[src/pmrc_pkg.sv]
// Purpose: Constants and types for the pin function, reset and irq block
// Assumes: APB slave on pclk at 10 MHz, 32-bit data, one word per register
// Notes: One rule per line below, tag first
package pmrc_pkg;
   localparam logic [7:0] PMRC_CFG_A_OFS = 8'h00;
   localparam logic [7:0] PMRC_CFG_B_OFS = 8'h04;
   localparam logic [7:0] PMRC_STATE_OFS = 8'h08;
   localparam logic [7:0] PMRC_TB_OFS = 8'h0c;
   localparam logic [7:0] PMRC_IRQ_ST_OFS = 8'h10;
   localparam logic [7:0] PMRC_IRQ_EN_OFS = 8'h14;
   localparam logic [2:0] PMRC_SEL_HIZ = 3'h0;
   localparam logic [2:0] PMRC_SEL_LOW = 3'h1;
   localparam logic [2:0] PMRC_SEL_HIGH = 3'h2;
   localparam logic [2:0] PMRC_SEL_ALT = 3'h3;
   localparam logic [2:0] PMRC_SEL_REF = 3'h4;
   localparam logic [2:0] PMRC_SEL_EG1 = 3'h6;
   localparam logic [2:0] PMRC_SEL_EVT = 3'h7;
   localparam int PMRC_PIN_N = 9;
   localparam int PMRC_BIDIR_N = 7;
   localparam int PMRC_SEL_A_W = 15;
   localparam int PMRC_SEL_B_W = 12;
   localparam int PMRC_GRST_BIT = 15;
   localparam int PMRC_E13_LSB = 12;
   localparam int PMRC_E47_LSB = 14;
   localparam int PMRC_LATCH_LSB = 8;
   localparam int PMRC_SUM_BIT = 15;
   localparam int PMRC_TB_RST_BIT = 0;
   localparam int PMRC_TB_PWDN_BIT = 1;
   localparam int PMRC_REF_PLL_POWER_DOWN_BIT = 2;
   localparam int PMRC_SYNC_W = 13;
   localparam int PMRC_STRAP_PIN = 2;
   localparam logic [1:0] PMRC_EDGE_RST = 2'h1;
   localparam logic [26:0] PMRC_SEL_RST = 27'h0;

   typedef enum logic [1:0] {
      PMRC_ST_W1 = 2'b00,
      PMRC_ST_W2 = 2'b01,
      PMRC_ST_CAPT = 2'b10,
      PMRC_ST_RUN = 2'b11
   } pmrc_strap_t;

   typedef struct packed {
      logic oe;
      logic dout;
   } pmrc_drive_t;
endpackage

[src/pmrc_sync.sv]
// Purpose: Two-flop synchroniser for a vector of pin levels
// Assumes: Bits are independent levels; no bus coherence is implied
// Notes: First stage is read by the second stage only
`timescale 1ns/1ns
module pmrc_sync #(
   parameter int W = 1
) (
   input wire logic clk, // Sampling clock
   input wire logic rst_n, // Async reset, active low
   input wire logic [W-1:0] d, // Asynchronous levels
   output logic [W-1:0] q // Synchronised levels
);
   logic [W-1:0] meta_r;

   always_ff @(posedge clk or negedge rst_n) begin
      if (!rst_n) begin
         meta_r <= '0;
         q <= '0;
      end else begin
         meta_r <= d;
         q <= meta_r;
      end
   end
endmodule

[src/pmrc_top.sv]
// Purpose: Pin function select, edge latches, resets and irq summary
// Assumes: Fast clocks are sampled at pclk, so routed clocks are aliased
// Notes: Zero-wait APB; reads of the state register clear edge latches
//
// Design decisions made here: the APB slave port and the placing of the registers.
`timescale 1ns/1ns
module pmrc_top
   import pmrc_pkg::*;
(
   input wire logic pclk, // APB clock, 10 MHz
   input wire logic presetn, // Reset pin, active low
   input wire logic psel, // APB select
   input wire logic penable, // APB enable
   input wire logic pwrite, // APB direction
   input wire logic [7:0] paddr, // APB byte address
   input wire logic [31:0] pwdata, // APB write data
   output logic [31:0] prdata, // APB read data
   output logic pready, // APB ready
   output logic pslverr, // APB error, unmapped address
   input wire logic out_only_pin_a_in, // Strap level on pin A
   output logic [1:0] out_only_out, // Pin A/B level
   output logic [1:0] out_only_oe, // Pin A/B drive enable
   input wire logic [6:0] bidir_pin_in, // Bidir pins 1..7 level
   output logic [6:0] bidir_pin_out, // Bidir pins output level
   output logic [6:0] bidir_pin_oe, // Bidir pins drive enable
   input wire logic ref_clk_125, // PLL 125MHz clock
   input wire logic timebase_clock_out, // Timebase output clock
   input wire logic event_gen_1, // Event generator 1
   input wire logic event_gen_2, // Event generator 2
   input wire logic ref_pll_power_down, // PLL power-down pin
   input wire logic test_port_reset_n, // Test port reset, active low
   output logic test_rst_n_o, // Test logic reset, active low
   output logic timebase_reset_o, // Timebase reset pulse
   output logic timebase_power_down_o, // Timebase disable level
   output logic pll_bypass_o, // PLL down and bypassed
   output logic pll_reset_o, // PLL reset pulse
   output logic irq_summary_o // Summary of enabled status
);
   logic soft_rst_r;
   logic rst_n;
   logic [PMRC_SYNC_W-1:0] sync_q;
   logic [6:0] lvl;
   logic oo_a_s, ref_s, tbc_s, eg1_s, eg2_s, pll_pin_s;
   logic [26:0] sel_r;
   logic [1:0] edge13_r, edge47_r;
   logic tb_pwdn_r, ref_pll_power_down_r;
   logic [6:0] irq_en_r, latch_r, prev_r, hit;
   logic irq_sum_r;
   logic tb_rst_r, pll_rst_r, pll_bypass_r;
   logic [1:0] trst_r;
   pmrc_strap_t strap_r;
   pmrc_drive_t drive_r [PMRC_PIN_N];
   logic setup, access, wr, rd_clr;
   logic wr_a, wr_b, wr_tb, wr_en;
   logic [31:0] rd_val;
   logic rd_bad;

   // Soft reset comes from a flop, so the derived reset is glitch free
   assign rst_n = presetn & ~soft_rst_r;

   pmrc_sync #(.W(PMRC_SYNC_W)) u_sync (
      .clk(pclk),
      .rst_n(rst_n),
      .d({ref_pll_power_down, event_gen_2, event_gen_1,
          timebase_clock_out, ref_clk_125, out_only_pin_a_in,
          bidir_pin_in}),
      .q(sync_q)
   );
   assign lvl = sync_q[6:0];
   assign oo_a_s = sync_q[7];
   assign ref_s = sync_q[8];
   assign tbc_s = sync_q[9];
   assign eg1_s = sync_q[10];
   assign eg2_s = sync_q[11];
   assign pll_pin_s = sync_q[12];

   // APB decode; writes land at the access edge with pready high
   assign setup = psel & ~penable;
   assign access = psel & penable & pready;
   assign wr = access & pwrite;
   assign wr_a = wr & (paddr == PMRC_CFG_A_OFS);
   assign wr_b = wr & (paddr == PMRC_CFG_B_OFS);
   assign wr_tb = wr & (paddr == PMRC_TB_OFS);
   assign wr_en = wr & (paddr == PMRC_IRQ_EN_OFS);
   assign rd_clr = access & ~pwrite & (paddr == PMRC_STATE_OFS);

   always_comb begin
      rd_val = 32'h0;
      rd_bad = 1'b0;
      case (paddr)
         PMRC_CFG_A_OFS: rd_val[PMRC_SEL_A_W-1:0] = sel_r[14:0];
         PMRC_CFG_B_OFS: begin
            rd_val[PMRC_SEL_B_W-1:0] = sel_r[26:15];
            rd_val[PMRC_E13_LSB+:2] = edge13_r;
            rd_val[PMRC_E47_LSB+:2] = edge47_r;
         end
         PMRC_STATE_OFS: begin
            rd_val[6:0] = lvl;
            rd_val[PMRC_LATCH_LSB+:7] = latch_r;
         end
         PMRC_TB_OFS: begin
            rd_val[PMRC_TB_PWDN_BIT] = tb_pwdn_r;
            rd_val[PMRC_REF_PLL_POWER_DOWN_BIT] = ref_pll_power_down_r;
         end
         PMRC_IRQ_ST_OFS: begin
            rd_val[6:0] = latch_r;
            rd_val[PMRC_SUM_BIT] = irq_sum_r;
         end
         PMRC_IRQ_EN_OFS: rd_val[6:0] = irq_en_r;
         default: rd_bad = 1'b1;
      endcase
   end

   // Data is captured in the setup cycle, so the access phase has no wait
   always_ff @(posedge pclk or negedge rst_n) begin
      if (!rst_n) begin
         prdata <= 32'h0;
         pready <= 1'b0;
         pslverr <= 1'b0;
      end else begin
         pready <= setup;
         pslverr <= setup & rd_bad;
         if (setup && !pwrite) begin
            prdata <= rd_val;
         end
      end
   end

   // Only the pin resets this flop; it clears itself one cycle later
   always_ff @(posedge pclk or negedge presetn) begin
      if (!presetn) begin
         soft_rst_r <= 1'b0;
      end else begin
         soft_rst_r <= wr_a & pwdata[PMRC_GRST_BIT];
      end
   end

   // Strap on pin A is read once both sync stages hold valid data
   always_ff @(posedge pclk or negedge rst_n) begin
      if (!rst_n) begin
         strap_r <= PMRC_ST_W1;
      end else begin
         case (strap_r)
            PMRC_ST_W1: strap_r <= PMRC_ST_W2;
            PMRC_ST_W2: strap_r <= PMRC_ST_CAPT;
            PMRC_ST_CAPT: strap_r <= PMRC_ST_RUN;
            PMRC_ST_RUN: strap_r <= PMRC_ST_RUN;
            default: strap_r <= PMRC_ST_RUN;
         endcase
      end
   end

   always_ff @(posedge pclk or negedge rst_n) begin
      if (!rst_n) begin
         sel_r <= PMRC_SEL_RST;
         edge13_r <= PMRC_EDGE_RST;
         edge47_r <= PMRC_EDGE_RST;
      end else begin
         if (strap_r == PMRC_ST_CAPT && oo_a_s) begin
            sel_r[3*PMRC_STRAP_PIN+:3] <= PMRC_SEL_REF;
         end
         if (wr_a) begin
            sel_r[14:0] <= pwdata[PMRC_SEL_A_W-1:0];
         end
         if (wr_b) begin
            sel_r[26:15] <= pwdata[PMRC_SEL_B_W-1:0];
            edge13_r <= pwdata[PMRC_E13_LSB+:2];
            edge47_r <= pwdata[PMRC_E47_LSB+:2];
         end
      end
   end

   // Timebase and PLL controls; a cleared power-down pulses its reset
   always_ff @(posedge pclk or negedge rst_n) begin
      if (!rst_n) begin
         tb_pwdn_r <= 1'b0;
         ref_pll_power_down_r <= 1'b0;
         tb_rst_r <= 1'b0;
         pll_rst_r <= 1'b0;
         pll_bypass_r <= 1'b0;
      end else begin
         tb_rst_r <= wr_tb & (pwdata[PMRC_TB_RST_BIT] |
            (tb_pwdn_r & ~pwdata[PMRC_TB_PWDN_BIT]));
         if (wr_tb) begin
            tb_pwdn_r <= pwdata[PMRC_TB_PWDN_BIT];
            ref_pll_power_down_r <= pwdata[PMRC_REF_PLL_POWER_DOWN_BIT];
         end
         pll_bypass_r <= ref_pll_power_down_r | pll_pin_s;
         pll_rst_r <= pll_bypass_r & ~(ref_pll_power_down_r | pll_pin_s);
      end
   end
   assign timebase_reset_o = tb_rst_r;
   assign timebase_power_down_o = tb_pwdn_r;
   assign pll_bypass_o = pll_bypass_r;
   assign pll_reset_o = pll_rst_r;

   // Test logic reset stays clear of the main reset sources
   always_ff @(posedge pclk or negedge test_port_reset_n) begin
      if (!test_port_reset_n) begin
         trst_r <= 2'b00;
      end else begin
         trst_r <= {trst_r[0], 1'b1};
      end
   end
   assign test_rst_n_o = trst_r[1];

   // Edge latches; a new edge wins over a clearing read
   generate
      for (genvar j = 0; j < PMRC_BIDIR_N; j++) begin : g_edge
         logic [1:0] es;
         assign es = (j < 3) ? edge13_r : edge47_r;
         // No edges until prev_r holds a real level after reset
         assign hit[j] = (strap_r == PMRC_ST_RUN) &
                         ((es[0] & lvl[j] & ~prev_r[j]) |
                          (es[1] & ~lvl[j] & prev_r[j]));
      end
   endgenerate

   always_ff @(posedge pclk or negedge rst_n) begin
      if (!rst_n) begin
         prev_r <= 7'h0;
         latch_r <= 7'h0;
         irq_en_r <= 7'h0;
         irq_sum_r <= 1'b0;
      end else begin
         prev_r <= lvl;
         // Only bits this read reported clear, so later edges survive
         latch_r <= (latch_r & ~(prdata[PMRC_LATCH_LSB+:7] & {7{rd_clr}}))
            | hit;
         if (wr_en) begin
            irq_en_r <= pwdata[6:0];
         end
         irq_sum_r <= |(latch_r & irq_en_r);
      end
   end
   assign irq_summary_o = irq_sum_r;

   // Pin groups: 0,2,4 carry irq; 1,3 carry clock; 5..8 are wide
   function automatic pmrc_drive_t pin_fn(input logic [2:0] s,
      input int i, input logic irq, input logic rf, input logic tc,
      input logic e1, input logic e2);
      pmrc_drive_t d;
      logic grp_irq;
      logic wide;
      d = '{oe: 1'b0, dout: 1'b0};
      grp_irq = (i == 0) || (i == 2) || (i == 4);
      wide = (i >= 5);
      case (s)
         PMRC_SEL_HIZ: d = '{oe: 1'b0, dout: 1'b0};
         PMRC_SEL_LOW: d = '{oe: 1'b1, dout: 1'b0};
         PMRC_SEL_HIGH: d = '{oe: 1'b1, dout: 1'b1};
         PMRC_SEL_ALT: begin
            if (grp_irq && i == 0) begin
               d = '{oe: 1'b1, dout: ~irq};
            end else if (grp_irq) begin
               d = '{oe: irq, dout: 1'b0};
            end else begin
               d = '{oe: 1'b1, dout: tc};
            end
         end
         PMRC_SEL_REF: d = '{oe: 1'b1, dout: rf};
         PMRC_SEL_EG1: begin
            if (wide) begin
               d = '{oe: 1'b1, dout: e1};
            end
         end
         PMRC_SEL_EVT: d = '{oe: 1'b1,
            dout: (grp_irq ? e1 : e2)};
         // Reserved codes leave the pin undriven
         default: d = '{oe: 1'b0, dout: 1'b0};
      endcase
      return d;
   endfunction

   generate
      for (genvar g = 0; g < PMRC_PIN_N; g++) begin : g_pin
         always_ff @(posedge pclk or negedge rst_n) begin
            if (!rst_n) begin
               drive_r[g] <= '{oe: 1'b0, dout: 1'b0};
            end else begin
               drive_r[g] <= pin_fn(sel_r[3*g+:3], g, irq_sum_r,
                  ref_s, tbc_s, eg1_s, eg2_s);
            end
         end
      end
      for (genvar k = 0; k < PMRC_BIDIR_N; k++) begin : g_bout
         assign bidir_pin_out[k] = drive_r[k+2].dout;
         assign bidir_pin_oe[k] = drive_r[k+2].oe;
      end
   endgenerate
   assign out_only_out = {drive_r[1].dout, drive_r[0].dout};
   assign out_only_oe = {drive_r[1].oe, drive_r[0].oe};

   property p_hiz;
      @(posedge pclk) disable iff (!rst_n)
      sel_r[5:3] == PMRC_SEL_HIZ |=> !out_only_oe[1];
   endproperty
   a_hiz: assert property (p_hiz)
      else $error("pin B driven while hi-Z selected");

   property p_low;
      @(posedge pclk) disable iff (!rst_n)
      sel_r[17:15] == PMRC_SEL_LOW |=> bidir_pin_oe[3] && !bidir_pin_out[3];
   endproperty
   a_low: assert property (p_low)
      else $error("bidir 4 not driven low");

   property p_irq_od;
      @(posedge pclk) disable iff (!rst_n)
      sel_r[8:6] == PMRC_SEL_ALT |=>
         bidir_pin_oe[0] == $past(irq_sum_r) && !bidir_pin_out[0];
   endproperty
   a_irq_od: assert property (p_irq_od)
      else $error("open-drain irq on bidir 1 wrong");

   property p_irq_pp;
      @(posedge pclk) disable iff (!rst_n)
      sel_r[2:0] == PMRC_SEL_ALT |=>
         out_only_oe[0] && out_only_out[0] == !$past(irq_sum_r);
   endproperty
   a_irq_pp: assert property (p_irq_pp)
      else $error("pin A does not follow summary");

   property p_hold;
      @(posedge pclk) disable iff (!rst_n)
      latch_r[0] && !rd_clr |=> latch_r[0];
   endproperty
   a_hold: assert property (p_hold)
      else $error("edge latch lost without a read");

   property p_edge;
      @(posedge pclk) disable iff (!rst_n)
      strap_r == PMRC_ST_RUN && edge47_r[0] && lvl[4] && !prev_r[4] |=>
         latch_r[4] ##1 (irq_sum_r || !irq_en_r[4]);
   endproperty
   a_edge: assert property (p_edge)
      else $error("rising edge on bidir 5 not latched");

   property p_sum;
      @(posedge pclk) disable iff (!rst_n)
      (latch_r & irq_en_r) == 7'h0 |=> !irq_sum_r;
   endproperty
   a_sum: assert property (p_sum)
      else $error("summary set with nothing enabled");

   property p_tbrst;
      @(posedge pclk) disable iff (!rst_n)
      wr_tb && pwdata[PMRC_TB_RST_BIT] |=> tb_rst_r ##1 !tb_rst_r;
   endproperty
   a_tbrst: assert property (p_tbrst)
      else $error("timebase reset is not a single pulse");

   property p_pwdn;
      @(posedge pclk) disable iff (!rst_n)
      wr_tb && tb_pwdn_r && !pwdata[PMRC_TB_PWDN_BIT] |=>
         tb_rst_r && !tb_pwdn_r;
   endproperty
   a_pwdn: assert property (p_pwdn)
      else $error("power-up without reset pulse");

   property p_soft;
      @(posedge pclk) disable iff (!presetn)
      wr_a && pwdata[PMRC_GRST_BIT] |=> ##1 sel_r == PMRC_SEL_RST;
   endproperty
   a_soft: assert property (p_soft)
      else $error("global reset bit did not reset config");
endmodule

[config.mk]
export PLATFORM = sky130hd
export DESIGN_NAME = pmrc_top
export DESIGN_NICKNAME = d
export VERILOG_FILES = /design/src/pmrc_pkg.sv /design/src/pmrc_sync.sv /design/src/pmrc_top.sv
export SDC_FILE = /design/constraint.sdc
export NUM_CORES = 1
export LEC_CHECK = 0
export BUFFER_PORTS_ARGS = -buffer_cell sky130_fd_sc_hd__clkbuf_2
export CORE_ASPECT_RATIO = 0.5
export CORE_MARGIN = 2
export CORE_UTILIZATION = 35
export CTS_CLUSTER_DIAMETER = 100
export DETAILED_ROUTE_END_ITERATION = 12
export PLACE_DENSITY = 0.56
export SLEW_MARGIN = 20
export SYNTH_ARGS = -nofsm -noshare
export SYNTH_HDL_FRONTEND = slang
export SYNTH_HIERARCHICAL = 1
export SYNTH_SLANG_ARGS = --single-unit
[constraint.sdc]
create_clock -name pclk -period 10.7 [get_ports pclk]
set_clock_uncertainty 0.2 [all_clocks]
set_input_delay 3.21 -clock pclk [delete_from_list [all_inputs] [get_ports pclk]]
set_output_delay 3.21 -clock pclk [all_outputs]
set_load 0.02 [all_outputs]
==> Word-level counts from Yosys, hierarchy flattened <==
Cells that the tools add are included.
{ "classes": {"n_eq_ne": 57, "n_mux": 19, "bitwise": 85, "reduce_logical": 9} }
{ "op_table": {"columns": ["cell", "count"], "rows": [
  ["$eq A3 B3 Y1 const B", 22],
  ["$pmux W2 S6", 5],
  ["$eq A3 B2 Y1 const B", 18],
  ["$and A1 B1 Y1", 51],
  ["$pmux W2 S5", 5],
  ["$eq A3 B1 Y1 const B", 9],
  ["$and A7 B7 Y7", 3],
  ["$pmux W7 S3", 1],
  ["$not A1 Y1", 20],
  ["$pmux W4 S5", 1],
  ["$eq A8 B4 Y1 const B", 2],
  ["$eq A8 B5 Y1 const B", 2],
  ["$mux W9", 1],
  ["$or A1 B1 Y1", 9],
  ["$eq A8 B3 Y1 const B", 1],
  ["$logic_not A8 Y1", 1],
  ["$not A7 Y7", 1],
  ["$or A7 B7 Y7", 1],
  ["$reduce_or A7 Y1", 1],
  ["$pmux W2 S3", 1],
  ["$reduce_or A6 Y1", 1],
  ["$pmux W1 S5", 1],
  ["$eq A2 B2 Y1 const B", 2],
  ["$pmux W1 S2", 2],
  ["8 further kinds", 9]
]} }
{ "totals": {"ff_bits": 125, "input_bits": 59, "output_inout_bits": 58, "word_cells": 210} }

==> Depth between registers and ports, before layout <==
{ "logic_depth": {"ltp_word": 8, "mapped_depth": 6, "depth_no_buf": 4} }

==> By module <==
Netlist, hierarchy kept.
{ "by_module_without_submodules": {"columns": ["module", "instances", "cells_per_inst", "area_per_inst_um2"], "rows": [
  ["pmrc_top", 1, 421, 4724.5],
  ["pmrc_sync", 1, 26, 650.6]
]} }

==> Worst setup path before layout <==
No wires, ideal clock.
{ "synth_path": {"path_type": "input port to flip-flop", "startpoint": "input paddr[5]", "endpoint": "register sel_r[10]", "arrival_ns": 4.589, "required_ns": 10.375, "slack_ns": 5.786, "cell_stages": 6, "n_path_buf": 2, "path_cell_list": "or3_4 nor3_2 and3_1 buf_4 buf_4 mux2_2"} }
{ "synth_between": {"elab_chain_len": 2} }
{ "synth_rtl": {"columns": ["element", "line", "text"], "rows": [
  ["from (decl)", "pmrc_top.sv:15", "input wire logic [7:0] paddr,"],
  ["$logic_not A8 Y1", "pmrc_top.sv:81", "assign wr_a = wr & (paddr == PMRC_CFG_A_OFS);"],
  ["$and A1 B1 Y1", "pmrc_top.sv:81", null],
  ["to (signal assigned)", "pmrc_top.sv:163", "sel_r[14:0] <= pwdata[PMRC_SEL_A_W-1:0];"],
  ["to (decl)", "pmrc_top.sv:44", "logic [26:0] sel_r;"]
]} }
Every way passes these cells.
A chain may end at the register's enable or synchronous reset.

==> Worst setup path after layout <==
{ "layout_path": {"startpoint": "input paddr[3]", "endpoint": "register sel_r[4]"} }
Same word-level chain as after synthesis.

==> flow_summary_export.csv <==
group,metric,value,unit
synth,avgSynthCellArea,12.0,µm²
setup_path,startpoint_type,"primary input",
timing,final_max_slew_viol_count,0,
die,num_io_pins,117,
timing,fin_ws,5.35,ns
die,rows,31,
placement,gp_congestion,0.776,
setup_path,end_kind,"flop",
setup_path,crit_fanout,20,
grt,grt_pass1_wl,19.9,mm
grt,grt_usage,16.5,%
finish,fillers,1380,
synth,yosysTopAreaCellShare,57.3,%
cts,cts_resized,0,
die,start_util,36.5,%
cts,clkTransAtPathRegs,0.06,ns
finish,area_growth,21.4,%
timing,fin_worst_hold_slack,0.145,ns
timing,fin_crit_sh,50.0,%
synth,synth_area,5380,µm²
timing,setup-tns-final,0,ns
placement,pre_cts_ws,4.94,ns
timing,relSlewSlack,27.7,%
die,die_area,16400,µm²
setup_path,r2r_end,"sel_r[4]",
drt,drc_errors,0,
drt,route.vias.total,3638,
cts,cts_buffers,17,
setup_path,cp-endpoint,"sel_r[4]",
synth,synth_top_area_cell,"dfrtp_1",
finish,nNetsFinal,594,
setup_path,r2r_slack,8.62,ns
drt,routed_wl,12.7,mm
status,status,"finished clean",
cts,cts_setup_buffers,0,
synth,async_flop_share,100,%
timing,final-setup-viol-count,0,
timing,worst_pin_slew,1.08,ns
timing,rsz0062_at_grt,"false",
drt,drt_iter0_markers,250,
setup_path,critPathKind,"primary input to flop",
drt,ant_nets,0,
die,die-height,91.6,µm
drt,wl_per_cell,17.1,µm
finish,regArea,3130,µm²
timing,fmax,0.187,GHz
synth,synth_edf_count,0,
cts,postCtsHoldBufs,0,
timing,fin_crit,5.35,ns
grt,antenna_found_initial,0,
cts,cts_tree,"done",
cts,h-tree-depth,4,
synth,synth_cells,447,
finish,drive_above_1_share,31.2,%
synth,synth_ff_type,"dfrtp_1",
cts,root_buffer,"clkbuf_16",
grt,first_global_vias,3519,
pwr,ir_worst_vdd,103,µV
flow_run,maxCapViolations,0,
cts,worstSkewPairLatency,0.41,ns
finish,multiInputGateArea,2060,µm²
drt,first_pass_iters,5,
worst_hold_path,hp-class,"flop to flop",
timing,finalHoldViolCount,0,
pwr,p_leak,3.13,nW
cts,clockBufferDepth,2,
placement,dpl.hpwl,8.98,mm
placement,io_buffer_count,84,
drt,via_per_inst,4.88,
setup_path,worstReg2RegStart,"pready",
setup_path,setup.worst_path.start,"paddr[3]",
pwr,power_density,171,nW/µm²
die,die_w,179,µm
synth,yosys_warnings,6,
grt,grt_max_degree,75,
synth,synth-seq-cells,125,
synth,netlist_top_cells_area,"dfrtp_1, mux2_2, mux2i_1",
synth,ys_types,46,
finish,n_antenna_cell,0,
cts,cts.sinks,125,
setup_path,reg2reg_depth,4,
setup_path,required,10.79,ns
die,core,14700,µm²
synth,ys_seq_area_share,58.2,%
setup_path,worstPathArrival,5.44,ns
grt,globalRouteOverflowTotal,0,
pwr,p_total,1.12,mW
## sequential cells by signal (all words and copies together), names as in the netlist, 2 cells and up
signal and count:
out_only_out 2, bidir_pin_oe 7, irq_en_r 7, prev_r 7, u_sync/q 13, latch_r 7
sel_r 27, bidir_pin_out 7, out_only_oe 2, edge13_r 2, prdata 16, trst_r 2
u_sync/meta_r 13, edge47_r 2, strap_r 2
## cell usage after synthesis, drive strengths merged, types with 2 or more instances
library cell and instances:
dfrtp 123, nand2 46, mux2 41, o21ai 26, buf 25, mux2i 18
nor2b 15, inv 14, nor2 14, a22o 12, a21oi 11, and3 10
nand2b 8, a211o 7, clkbuf 7, nor3 7, o22ai 7, nand3 6
a22oi 4, mux4 4, or3 4, xnor2 4, and2 3, o221ai 3
o31ai 3, and3b 2, conb 2, dfstp 2, nor3b 2, nor4bb 2
o311ai 2, or2 2, xor2 2
## how the worst min path moves through the flow
stage          depth (start not counted)              start           end  slack, ns
4_1_cts                                0   u_sync/meta_r[9]   u_sync/q[9]       0.15
3_5_place_dp                           0   u_sync/meta_r[9]   u_sync/q[9]       0.13
2_1_floorplan                          0          trst_r[0]     trst_r[1]       0.13
3_3_place_gp                           0   u_sync/meta_r[8]   u_sync/q[8]       0.13
6_report                               0          trst_r[0]     trst_r[1]       0.15
5_1_grt                                0  u_sync/meta_r[11]  u_sync/q[11]       0.16
## power breakdown
part           total, mW  switching, mW  internal, mW
logic             0.0533         0.0355        0.0178
registers          0.492        0.00863         0.484
clock network      0.570          0.203         0.366
total               1.12          0.248         0.867
## metal layers
metal  part of all wire, %  vias to the layer above  track usage, %
met5                     0                        -               0
met3                   6.2                        9            4.52
met2                    42                       89            22.0
li1                      -                     1733               -
met1                    51                     1807            25.2
met4                   1.0                        0            5.65
## cell families after synthesis
kind of cell | share of synthesized area (%)
and+or+nand+nor | 11.8
muxes | 13.6
buffers and inverters | 4.59
AOI/OAI and AO/OA | 10.6
other | 0.140
DFF | 58.2
xor gates and xnor gates | 0.978
## worst max-delay path: stages
cell and delay [ns]:
clkbuf_2 0.34, or3_1 0.46, nor3_2 0.21, and3_1 0.78, mux2_2 0.42
## cell type report
cell class	instances	area share [%]
Sequential cell	125	48.0
Multi-Input combinational cell	291	31.6
Clock buffer	22	7.42
Timing Repair Buffer	86	6.67
Tap cell	198	3.80
Clock inverter	10	1.73
Inverter	14	0.805
## metrics by stage
| stage | instance area, µm² | std cells | util (%) |
|---|---|---|---|
| 2_1_floorplan | 5430 | 462 | - |
| 3_3_place_gp | 5930 | 714 | 40.2 |
| 3_5_place_dp | 5930 | 714 | 40.2 |
| 4_1_cts | 6530 | 746 | 44.3 |
| 5_1_grt | 6530 | 746 | 44.3 |
| 6_report | 6530 | 746 | 44.3 |
## cells in the final DEF (no fill, tap or decap), types with 3 or more instances in the layout
cell,n
mux2_2,41
o31ai_1,3
xnor2_1,4
nor3_1,6
clkbuf_16,17
nor2b_1,14
clkbuf_8,4
nand2b_1,8
nand3_1,6
inv_1,14
conb_1,17
mux4_2,4
and2_1,3
nor2_1,14
a211o_1,7
clkbuf_2,84
o221ai_1,3
mux2i_1,18
a22oi_1,4
a22o_1,12
clkinv_2,4
o22ai_1,7
a21oi_1,11
o21ai_0,26
dfrtp_1,123
nand2_1,46
and3_1,10
Power figures use the tool's default switching activity.
